==> src/logic/backlight_regs.vh <==
`ifndef BACKLIGHT_REGS_VH
`define BACKLIGHT_REGS_VH

// ==========================================================
// register byte offsets
`define ADDR_CTRL 4'h0
`define ADDR_LEVEL 4'h4
`define ADDR_STATUS 4'h8

// ==========================================================
// field positions
`define CTRL_FIXED_BIT 0
`define CTRL_DIM_BIT 1
`define STAT_STATE_LSB 0
`define STAT_STATE_MSB 2
`define STAT_SS_DONE_BIT 3
`define STAT_PERIOD_BIT 4
`define STAT_DIM_BIT 5
`define STAT_TICK_BIT 6

// ==========================================================
// reset values and full-light peak level
`define CTRL_RESET 2'h0
`define LEVEL_RESET 7'h7f
`define LEVEL_PEAK 7'h7f

// ==========================================================
// operating states
`define ST_STANDBY 3'h0
`define ST_SOFTSTART 3'h1
`define ST_OFF 3'h2
`define ST_MAX 3'h3
`define ST_AUTO 3'h4
`define ST_FIXED 3'h5

// ==========================================================
// timing
`define CLK_KHZ 250000
`define SAMPLE_SHORT_MS 655
`define SAMPLE_LONG_MS 1310
`define SOFT_START_US 1000
`define SAMPLE_SHORT_CYC (`SAMPLE_SHORT_MS * `CLK_KHZ)
`define SAMPLE_LONG_CYC (`SAMPLE_LONG_MS * `CLK_KHZ)
`define SOFT_START_CYC ((`SOFT_START_US * `CLK_KHZ) / 1000)
`endif

==> src/logic/backlight_mode_control.v <==
`timescale 1ns/1ps
`include "backlight_regs.vh"
module backlight_mode_control #(
    parameter SOFT_START_CYCLES = `SOFT_START_CYC,
    parameter SAMPLE_SHORT_CYCLES = `SAMPLE_SHORT_CYC,
    parameter SAMPLE_LONG_CYCLES = `SAMPLE_LONG_CYC
) (
    // clock and reset
    input wire CLK_I,
    input wire NRST_I,
    // wishbone slave
    input wire [3:0] ADR_I,
    input wire [31:0] DAT_I,
    input wire [3:0] SEL_I,
    input wire WE_I,
    input wire STB_I,
    input wire CYC_I,
    output reg [31:0] DAT_O,
    output reg ACK_O,
    // board pins, asynchronous
    input wire CHIP_ACTIVATE_PIN_I,
    input wire AUTO_DIMMING_ENABLE_PIN_I,
    input wire FORCED_FULL_LIGHT_PIN_I,
    input wire SAMPLE_PERIOD_SELECT_I,
    // level from the on-chip ambient dimming logic
    input wire [6:0] AUTO_LEVEL_I,
    // mode outputs
    output reg [2:0] STATE_O,
    output reg [6:0] LED_LEVEL_O,
    output reg SOFT_START_DONE_O,
    output reg SAMPLE_TICK_O
);
    // ==========================================================
    // pin synchronisation
    wire [3:0] pins_sync;
    wire activate;
    wire dim_pin;
    wire full_pin;
    wire period_pin;

    pin_sync #(
        .WIDTH(4)
    ) u_pin_sync (
        .clk_i(CLK_I),
        .nrst_i(NRST_I),
        .async_i({SAMPLE_PERIOD_SELECT_I, FORCED_FULL_LIGHT_PIN_I,
                  AUTO_DIMMING_ENABLE_PIN_I, CHIP_ACTIVATE_PIN_I}),
        .sync_o(pins_sync)
    );
    assign activate = pins_sync[0];
    assign dim_pin = pins_sync[1];
    assign full_pin = pins_sync[2];
    assign period_pin = pins_sync[3];

    // ==========================================================
    // register file
    reg fixed_level_select_bit_reg;
    reg auto_dimming_enable_bit_reg;
    reg [6:0] fixed_level_reg;
    wire bus_req;
    wire bus_wr;

    assign bus_req = CYC_I & STB_I & ~ACK_O;
    assign bus_wr = bus_req & WE_I & SEL_I[0];

    // registers only load while reset is high; a low reset clears the control bits and sets the level to peak
    always @(posedge CLK_I) begin
        if (!NRST_I) begin
            fixed_level_select_bit_reg <= 1'b0;
            auto_dimming_enable_bit_reg <= 1'b0;
            fixed_level_reg <= `LEVEL_RESET;
        end else if (bus_wr) begin
            case (ADR_I)
                `ADDR_CTRL: begin
                    fixed_level_select_bit_reg <= DAT_I[`CTRL_FIXED_BIT];
                    auto_dimming_enable_bit_reg <= DAT_I[`CTRL_DIM_BIT];
                end
                `ADDR_LEVEL: begin
                    // seven bits hold 0..127, so peak is the ceiling
                    fixed_level_reg <= DAT_I[6:0];
                end
                default: begin
                    fixed_level_reg <= fixed_level_reg;
                end
            endcase
        end
    end

    // ==========================================================
    // soft start and mode selection
    reg [2:0] state_reg;
    reg [2:0] state_next;
    reg [31:0] ss_count_reg;
    reg ss_done_reg;
    wire dim_effective;
    reg [2:0] run_sel;

    // dimming is on if either source asks for it
    assign dim_effective = dim_pin | auto_dimming_enable_bit_reg;

    // priority: full light, then fixed, then auto, else off
    always @* begin
        if (full_pin) begin
            run_sel = `ST_MAX;
        end else if (fixed_level_select_bit_reg) begin
            run_sel = `ST_FIXED;
        end else if (dim_effective) begin
            run_sel = `ST_AUTO;
        end else begin
            run_sel = `ST_OFF;
        end
    end

    // next state; activate low wins over everything
    always @* begin
        state_next = state_reg;
        if (!activate) begin
            state_next = `ST_STANDBY;
        end else begin
            case (state_reg)
                `ST_STANDBY: begin
                    state_next = `ST_SOFTSTART;
                end
                `ST_SOFTSTART: begin
                    // lighting choice held back until soft start ends
                    if (ss_done_reg) begin
                        state_next = run_sel;
                    end
                end
                `ST_OFF, `ST_MAX, `ST_AUTO, `ST_FIXED: begin
                    state_next = run_sel;
                end
                default: begin
                    state_next = `ST_STANDBY;
                end
            endcase
        end
    end

    // state register and soft-start counter; done rises one cycle before the
    // state leaves, so soft start lasts exactly SOFT_START_CYCLES cycles
    always @(posedge CLK_I) begin
        if (!NRST_I) begin
            state_reg <= `ST_STANDBY;
            ss_count_reg <= 32'h0000_0000;
            ss_done_reg <= 1'b0;
        end else begin
            state_reg <= state_next;
            if (state_next != `ST_SOFTSTART) begin
                ss_count_reg <= 32'h0000_0000;
                ss_done_reg <= (state_next != `ST_STANDBY) ? ss_done_reg : 1'b0;
            end else if (ss_count_reg >= SOFT_START_CYCLES - 1) begin
                ss_done_reg <= 1'b1;
            end else begin
                ss_count_reg <= ss_count_reg + 32'h0000_0001;
            end
        end
    end

    // ==========================================================
    // brightness sampling period
    reg [31:0] samp_count_reg;
    wire [31:0] samp_limit;

    // pin high (or floating with pull-up) is the short period
    assign samp_limit = period_pin ? SAMPLE_SHORT_CYCLES : SAMPLE_LONG_CYCLES;

    // counter runs only outside standby; restarts when it reaches the period
    always @(posedge CLK_I) begin
        if (!NRST_I) begin
            samp_count_reg <= 32'h0000_0000;
            SAMPLE_TICK_O <= 1'b0;
        end else if (state_reg == `ST_STANDBY) begin
            samp_count_reg <= 32'h0000_0000;
            SAMPLE_TICK_O <= 1'b0;
        end else if (samp_count_reg >= samp_limit - 1) begin
            samp_count_reg <= 32'h0000_0000;
            SAMPLE_TICK_O <= 1'b1;
        end else begin
            samp_count_reg <= samp_count_reg + 32'h0000_0001;
            SAMPLE_TICK_O <= 1'b0;
        end
    end

    // ==========================================================
    // registered outputs
    always @(posedge CLK_I) begin
        if (!NRST_I) begin
            STATE_O <= `ST_STANDBY;
            LED_LEVEL_O <= 7'h00;
            SOFT_START_DONE_O <= 1'b0;
        end else begin
            STATE_O <= state_reg;
            SOFT_START_DONE_O <= ss_done_reg;
            case (state_reg)
                `ST_MAX: begin
                    LED_LEVEL_O <= `LEVEL_PEAK;
                end
                `ST_FIXED: begin
                    LED_LEVEL_O <= fixed_level_reg;
                end
                `ST_AUTO: begin
                    LED_LEVEL_O <= AUTO_LEVEL_I;
                end
                default: begin
                    // standby, soft start and off keep the LEDs dark
                    LED_LEVEL_O <= 7'h00;
                end
            endcase
        end
    end

    // ==========================================================
    // wishbone answer: one wait state, unmapped reads give zero
    always @(posedge CLK_I) begin
        if (!NRST_I) begin
            ACK_O <= 1'b0;
            DAT_O <= 32'h0000_0000;
        end else begin
            ACK_O <= bus_req;
            if (bus_req && !WE_I) begin
                case (ADR_I)
                    `ADDR_CTRL: begin
                        DAT_O <= {30'h0000_0000, auto_dimming_enable_bit_reg,
                                  fixed_level_select_bit_reg};
                    end
                    `ADDR_LEVEL: begin
                        DAT_O <= {25'h000_0000, fixed_level_reg};
                    end
                    `ADDR_STATUS: begin
                        DAT_O <= {25'h000_0000, SAMPLE_TICK_O, dim_effective,
                                  period_pin, ss_done_reg, state_reg};
                    end
                    default: begin
                        DAT_O <= 32'h0000_0000;
                    end
                endcase
            end else begin
                DAT_O <= 32'h0000_0000;
            end
        end
    end
endmodule

==> src/logic/pin_sync.v <==
`timescale 1ns/1ps
// two-flop synchroniser for a group of asynchronous pins
module pin_sync #(
    parameter WIDTH = 4
) (
    // clock and reset
    input wire clk_i,
    input wire nrst_i,
    // pins
    input wire [WIDTH-1:0] async_i,
    // synchronised level
    output wire [WIDTH-1:0] sync_o
);
    reg [WIDTH-1:0] meta_reg;
    reg [WIDTH-1:0] sync_reg;
    // first stage feeds only the second stage
    always @(posedge clk_i) begin
        if (!nrst_i) begin
            meta_reg <= {WIDTH{1'b0}};
            sync_reg <= {WIDTH{1'b0}};
        end else begin
            meta_reg <= async_i;
            sync_reg <= meta_reg;
        end
    end
    assign sync_o = sync_reg;
endmodule

==> config.mk <==
export PLATFORM = sky130hd
export DESIGN_NAME = backlight_mode_control
export DESIGN_NICKNAME = d
export VERILOG_FILES = /design/src/logic/backlight_mode_control.v /design/src/logic/pin_sync.v
export VERILOG_INCLUDE_DIRS = /design/src /design/src/logic
export SDC_FILE = /design/constraint.sdc
export NUM_CORES = 1
export LEC_CHECK = 0
export BUFFER_PORTS_ARGS = -buffer_cell sky130_fd_sc_hd__buf_2
export CAP_MARGIN = 15
export CORE_ASPECT_RATIO = 2
export CORE_MARGIN = 3
export CORE_UTILIZATION = 53
export CTS_CLUSTER_DIAMETER = 150
export DETAILED_ROUTE_END_ITERATION = 16
export GPL_ROUTABILITY_DRIVEN = 0
export GPL_TIMING_DRIVEN = 0
export PLACE_DENSITY = 0.83
export SLEW_MARGIN = 30
export SYNTH_ARGS = -nofsm -noshare
export SYNTH_HDL_FRONTEND = slang
export SYNTH_SLANG_ARGS = --single-unit
==> constraint.sdc <==
create_clock -name CLK_I -period 5.25 [get_ports CLK_I]
set_input_delay 0.7875 -clock CLK_I [delete_from_list [all_inputs] [get_ports CLK_I]]
set_output_delay 0.7875 -clock CLK_I [all_outputs]
set_load 0.1 [all_outputs]
==> flow_summary_export.csv, run 1 <==
group,metric,value,unit
run_status,run_status,"complete, no violations",
detailed_routing,drc,0,
synthesis,synth_area_leaders,"dfxtp_1, xor2_1, nor2_1, buf_4, mux2i_1",
sta,finalSetupViolations,0,
synthesis,synth_warnings,0,
layout,fin_util,63.5,%
synthesis,synth.distinct_cells,49,
clock_network,cts_hold_buf,0,
synthesis,yosys.area.top_type,"dfxtp_1",
sta,timing.fmax,319,MHz
setup_path,worst_ep_required_time,5460,ps
pwr,swShare,25.3,%
synthesis,synth_ff_type,"dfxtp_1",
sta,finalSetupTns,0,ps
synthesis,synth-edff-count,0,
synthesis,synth_top_area_share,45.9,%
sta,rsz0062_at_grt,"false",
sta,max-slew-margin-rel,51.6,%
min_path,worstHoldPathCells,1,
synthesis,seq_area_frac_synth,45.9,%
place,port_buffers,46,
run,maxCapViolations,0,
clock_network,clk_pin_slew_worst_paths,70,ps
setup_path,critical_path_class,"reg2reg",
sta,worst_pin_slew,722,ps
grt,antenna_found_initial,0,
clock_network,cts_buffers,9,
synthesis,netlist_instances,489,
synthesis,synth_common_cells,"dfxtp_1, nor2_1, nand2_1, xor2_1, and2_1",
setup_path,worstReg2RegStart,"u_pin_sync.sync_o[3]",
synthesis,ys_ff_latch,105,
layout,num-nets-final,643,
clock_network,cts_resized,0,
pwr,ir_worst_vdd,0.212,mV
sta,clock_skew,8.58,ps
pwr,p_leak,2.18,nW
detailed_routing,firstDrtPassIters,4,
layout,regArea,2100,µm²
setup_path,arrival,3340,ps
sta,timing.final.crit_share,59.7,%
detailed_routing,vias,3638,
synthesis,netlist_area,4580,µm²
pwr,pwr-share-clk,38.9,%
sta,fin_crit,3130,ps
detailed_routing,avgRoutedWirePerCell,14.1,µm
layout,antenna_cells,0,
setup_path,crit_path_start_kind,"flip-flop",
clock_network,cts-root-buf,"clkbuf_16",
pwr,sequentialPowerShare,52.2,%
setup_path,setup.worst_path.start,"u_pin_sync.sync_o[3]",
floorplanning,design.die.area,9860,µm²
min_path,min_from,"u_pin_sync.meta_reg[3]",
clock_network,post_cts_buffers,0,
clock_network,htreeDepth,3,
floorplanning,die_h,137,µm
layout,area_growth,15.9,%
layout,num-fill-cells,689,
detailed_routing,drtAntennaViolNets,0,
clock_network,tritoncts,"built",
detailed_routing,drt_wl_total,9.49,mm
pwr,p_int,1.15,mW
pwr,p_per_area,291,nW/µm²
sta,slew_violations,0,
floorplanning,std_cell_rows,47,
layout,drive_above_1_share,16.1,%
clock_network,cts_buffer_depth,2,
sta,finalHoldViolCount,0,
floorplanning,die_w,71.7,µm
synthesis,synth_most_common_cell,"dfxtp_1",
detailed_routing,viasPerCell,5.40,
floorplanning,start_util,54.8,%
min_path,holdCritPathClass,"reg2reg",
pwr,p_switching,390,µW
detailed_routing,drt-initial-drc-count,241,
layout,multiInputGateArea,2320,µm²
grt,grt_max_degree,17,
place,dp_hpwl,7.04,mm
grt,grt_pass1_wl,15.0,mm
floorplanning,pin_count,101,
clock_network,clk_latency,340,ps
synthesis,async_flop_share,0,%
pwr,comb_power_share,9.0,%
grt,grt_overflow_total,0,
setup_path,worstPathMaxFanout,10,
setup_path,r2r_cells,8,
synthesis,synth_area_per_cell,9.36,µm²
grt,grt_pass1_vias,3607,
grt,track_usage,19.2,%
setup_path,worstSetupEndpointType,"flip-flop",
clock_network,clock-sinks,105,
floorplanning,core,8350,µm²
-- power by group through the flow --
stage,Sequential (mW),Combinational (mW),Clock (mW)
after CTS,0.804,0.138,0.612
after global routing,0.804,0.145,0.635
after detailed placement,0.822,0.137,0
after global placement,0.822,0.136,0
after floorplan,0.826,0.114,0
final,0.804,0.139,0.599
-- cells in the final DEF, fill, tap and decap left out, drive strengths merged, types with 3 or more instances in the layout --
cell	Yosys	layout
a21oi	13	13
a22oi	4	4
and2	29	29
and3	5	5
and4	8	8
buf	27	73
clkbuf	10	21
conb	1	27
dfxtp	105	105
ha	15	15
inv	7	8
mux2i	19	19
nand2	35	35
nand3	15	15
nand3b	3	3
nand4	21	21
nor2	66	66
nor3	12	12
nor4	7	7
o211ai	3	3
o21a	10	10
o21ai	6	6
or3	5	5
xnor2	6	6
xor2	31	31
-- kinds of logic after synthesis --
kind of cell / synth area share, %
buffers and inverters: 5.82
adder cells (fa/ha/maj): 4.10
flip-flops: 45.9
multiplexers: 4.15
AO/OA/AOI/OAI: 8.12
other: 0.0819
XOR/XNOR: 7.08
AND/OR/NAND/NOR: 24.7
-- worst max-delay path: stages, from the launching register on --
cell and delay, ps:
dfxtp_1 570, inv_1 250, ha_1 350, or4bb_1 400
nor3_1 170, nand2_1 100, o211ai_1 600, clkbuf_1 440
nor2_1 110
-- layer usage --
metal,global-route usage [%],up-vias,wire length (µm)
met4,13.6,0,278
met1,18.2,1709,3560
met5,0,-,0
met3,2.99,21,367
li1,-,1818,-
met2,36.1,90,5280
-- layout make-up --
cell class              instances  share of cell area, %
multi-input cells             365                   43.8
clock inverters                 4                  0.543
repair buffers                 46                   4.34
flip-flops and latches        105                   39.6
inverters                       8                  0.566
clock buffers                  11                   4.39
plain buffers                  37                   4.46
well taps                      98                   2.31
-- worst paths after layout --
check	endpoint	slack, ps
setup / recovery	samp_count_reg[27]	2120
hold / removal	u_pin_sync.sync_o[3]	440
setup reg to reg	samp_count_reg[27]	2120
hold reg to reg	u_pin_sync.sync_o[3]	440
-- through the flow --
stage               worst slack, ps  instance area (µm²)  power [mW]  std cells  hold WS (ps)
floorplan                      2830                 4680       0.940        515           412
global placement               2270                 5030       0.958        659           415
detailed placement             2130                 5030       0.959        659           426
CTS                            2100                 5290        1.55        674           442
global route                   1880                 5300        1.58        674           461
finish                         2120                 5300        1.54        674           435
No activity file was read; power rests on OpenSTA's default activity.
==> inputs of run 2 (changes only) <==
--- a/config.mk
+++ b/config.mk
@@ -10,12 +10,12 @@
 export CAP_MARGIN = 15
 export CORE_ASPECT_RATIO = 2
 export CORE_MARGIN = 3
-export CORE_UTILIZATION = 53
+export CORE_UTILIZATION = 49
 export CTS_CLUSTER_DIAMETER = 150
 export DETAILED_ROUTE_END_ITERATION = 16
 export GPL_ROUTABILITY_DRIVEN = 0
 export GPL_TIMING_DRIVEN = 0
-export PLACE_DENSITY = 0.83
+export PLACE_DENSITY = 0.81
 export SLEW_MARGIN = 30
 export SYNTH_ARGS = -nofsm -noshare
 export SYNTH_HDL_FRONTEND = slang
==> constraint.sdc (replaced) <==
create_clock -name CLK_I -period 2.6 [get_ports CLK_I]
set_input_delay 0.39 -clock CLK_I [delete_from_list [all_inputs] [get_ports CLK_I]]
set_output_delay 0.39 -clock CLK_I [all_outputs]
set_load 0.1 [all_outputs]
==> flow_summary_export.csv, run 2 (synthesized netlist as in run 1, its figures left out) <==
group,metric,value,unit
grt,track_usage,18.9,%
setup_path,slowest_stage,"dfxtp_4",
layout,num-nets-final,645,
setup_path,critPathTopFamily,"simple AND/OR/NAND/NOR gates",
setup_path,reg2reg_to,"samp_count_reg[18]",
clock_network,cts_hold_buf,0,
layout,multiInputGateArea,2320,µm²
layout,antenna_cells,0,
grt,grt_pass1_wl,15.9,mm
detailed_routing,drtAntennaViolNets,0,
setup_path,worst_ep_required_time,2840,ps
setup_path,critical_path_class,"reg2reg",
grt,grt_max_degree,20,
sta,finalSetupTns,0,ps
sta,rsz0062_at_grt,"false",
sta,timing.fmax,421,MHz
setup_path,regToRegSetupSlack,220,ps
sta,max-slew-margin-rel,50.5,%
setup_path,crit_path_start_kind,"flip-flop",
detailed_routing,drt_wl_total,9.65,mm
place,port_buffers,46,
detailed_routing,drt-initial-drc-count,169,
pwr,ir_worst_vdd,0.473,mV
layout,mostFrequentLayoutCell,"dfxtp_1",
detailed_routing,drc,0,
sta,finalHoldViolCount,0,
min_path,worstHoldPathCells,2,
floorplanning,die_h,143,µm
run_status,run_status,"complete, no violations",
layout,num-fill-cells,780,
clock_network,clock-sinks,105,
detailed_routing,vias,3689,
layout,area_growth,17.5,%
layout,regArea,2110,µm²
floorplanning,design.die.area,10600,µm²
setup_path,worstReg2RegStart,"u_pin_sync.sync_o[3]",
min_path,min_to,"u_pin_sync.meta_reg[1]",
place,dp_hpwl,7.15,mm
layout,final_cell_mix,"dfxtp_1, nor2_1, buf_2",
sta,finalSetupViolations,0,
setup_path,critPathMaxStageDelay,430,ps
pwr,p_leak,2.23,nW
floorplanning,start_util,50.5,%
sta,worst_pin_slew,739,ps
layout,drive_above_1_share,17.4,%
sta,fin_crit,2380,ps
sta,timing.final.crit_share,91.4,%
min_path,holdCritPathClass,"in2reg",
sta,slew_violations,0,
grt,grt_overflow_total,0,
setup_path,arrival,2620,ps
setup_path,path_cells,"inv_1 -> ha_1 -> or4bb_1 -> nor3_1 -> nand2_1 -> o211ai_1 -> buf_4 -> clkbuf_2 -> nor2_1",
setup_path,worstSetupEndpointType,"flip-flop",
run,maxCapViolations,0,
detailed_routing,avgRoutedWirePerCell,14.2,µm
grt,grt_pass1_vias,3673,
clock_network,cts_buffer_depth,2,
clock_network,cts-root-buf,"clkbuf_16",
pwr,p_per_area,613,nW/µm²
floorplanning,core,9070,µm²
grt,antenna_found_initial,1,
clock_network,clk_latency,350,ps
setup_path,r2r_cells,9,
detailed_routing,firstDrtPassIters,4,
clock_network,tritoncts,"built",
setup_path,worstPathMaxFanout,10,
min_path,min_from,"AUTO_DIMMING_ENABLE_PIN_I",
clock_network,cts_buffers,9,
sta,hold_slack,253,ps
clock_network,clk_pin_slew_worst_paths,70,ps
detailed_routing,viasPerCell,5.42,
setup_path,path_buf_inv,3,
sta,clock_skew,9.50,ps
floorplanning,std_cell_rows,49,
floorplanning,pin_count,101,
floorplanning,die_w,74.4,µm
clock_network,htreeDepth,3,
==> run 2: routing by layer <==
layer	global-route usage [%]	vias to the layer above	share of wire (%)
met5	0	-	0.073
met4	10.7	2	3.7
met3	4.79	36	4.4
met2	34.0	95	55
met1	19.0	1724	37
li1	-	1832	-
==> run 2: where the power goes <==
| group | internal [mW] | total (mW) | switching (mW) |
|---|---|---|---|
| Clock | 0.767 | 1.39 | 0.628 |
| Sequential | 1.62 | 1.62 | 0.00582 |
| Combinational | 0.0625 | 0.281 | 0.218 |
==> run 2: timing repair <==
item	CTS	global route
endpoints found under the setup margin	27	20
pin swaps	1	0
hold endpoints to repair	0	0
gates resized for setup	1	5
setup buffers	2	0
==> run 2: worst max-delay path by stage <==
stage                               from                  to  depth (start not counted)
finish              u_pin_sync.sync_o[3]  samp_count_reg[18]                          9
global route        u_pin_sync.sync_o[3]  samp_count_reg[18]                          9
CTS                 u_pin_sync.sync_o[3]  samp_count_reg[18]                          9
detailed placement  u_pin_sync.sync_o[3]  samp_count_reg[28]                          8
global placement    u_pin_sync.sync_o[3]  samp_count_reg[24]                          8
floorplan           u_pin_sync.sync_o[3]  samp_count_reg[21]                          8
==> run 2: final cells by class <==
class                      instances  share of cell area [%]
clock buffer                       9                    4.19
timing repair buffer              48                    4.56
inverter                           8                   0.558
clock inverter                     7                    1.56
multi-input combinational        365                    43.2
sequential                       105                    39.2
tap                              102                    2.37
buffer                            37                    4.44
==> run 2: metrics by stage <==
| step | area (µm²) | setup WS [ps] | utilization [%] | power [mW] | instances |
|---|---|---|---|---|---|
| 4_1_cts | 5370 | 2.99 | 59.2 | 3.33 | 681 |
| 3_3_place_gp | 5030 | -438 | 55.5 | 1.93 | 663 |
| 2_1_floorplan | 4680 | 179 | - | 1.90 | 515 |
| 5_1_grt | 5380 | 16.5 | 59.3 | 3.40 | 681 |
| 3_5_place_dp | 5040 | -517 | 55.6 | 1.94 | 663 |
| 6_report | 5380 | 223 | 59.3 | 3.30 | 681 |
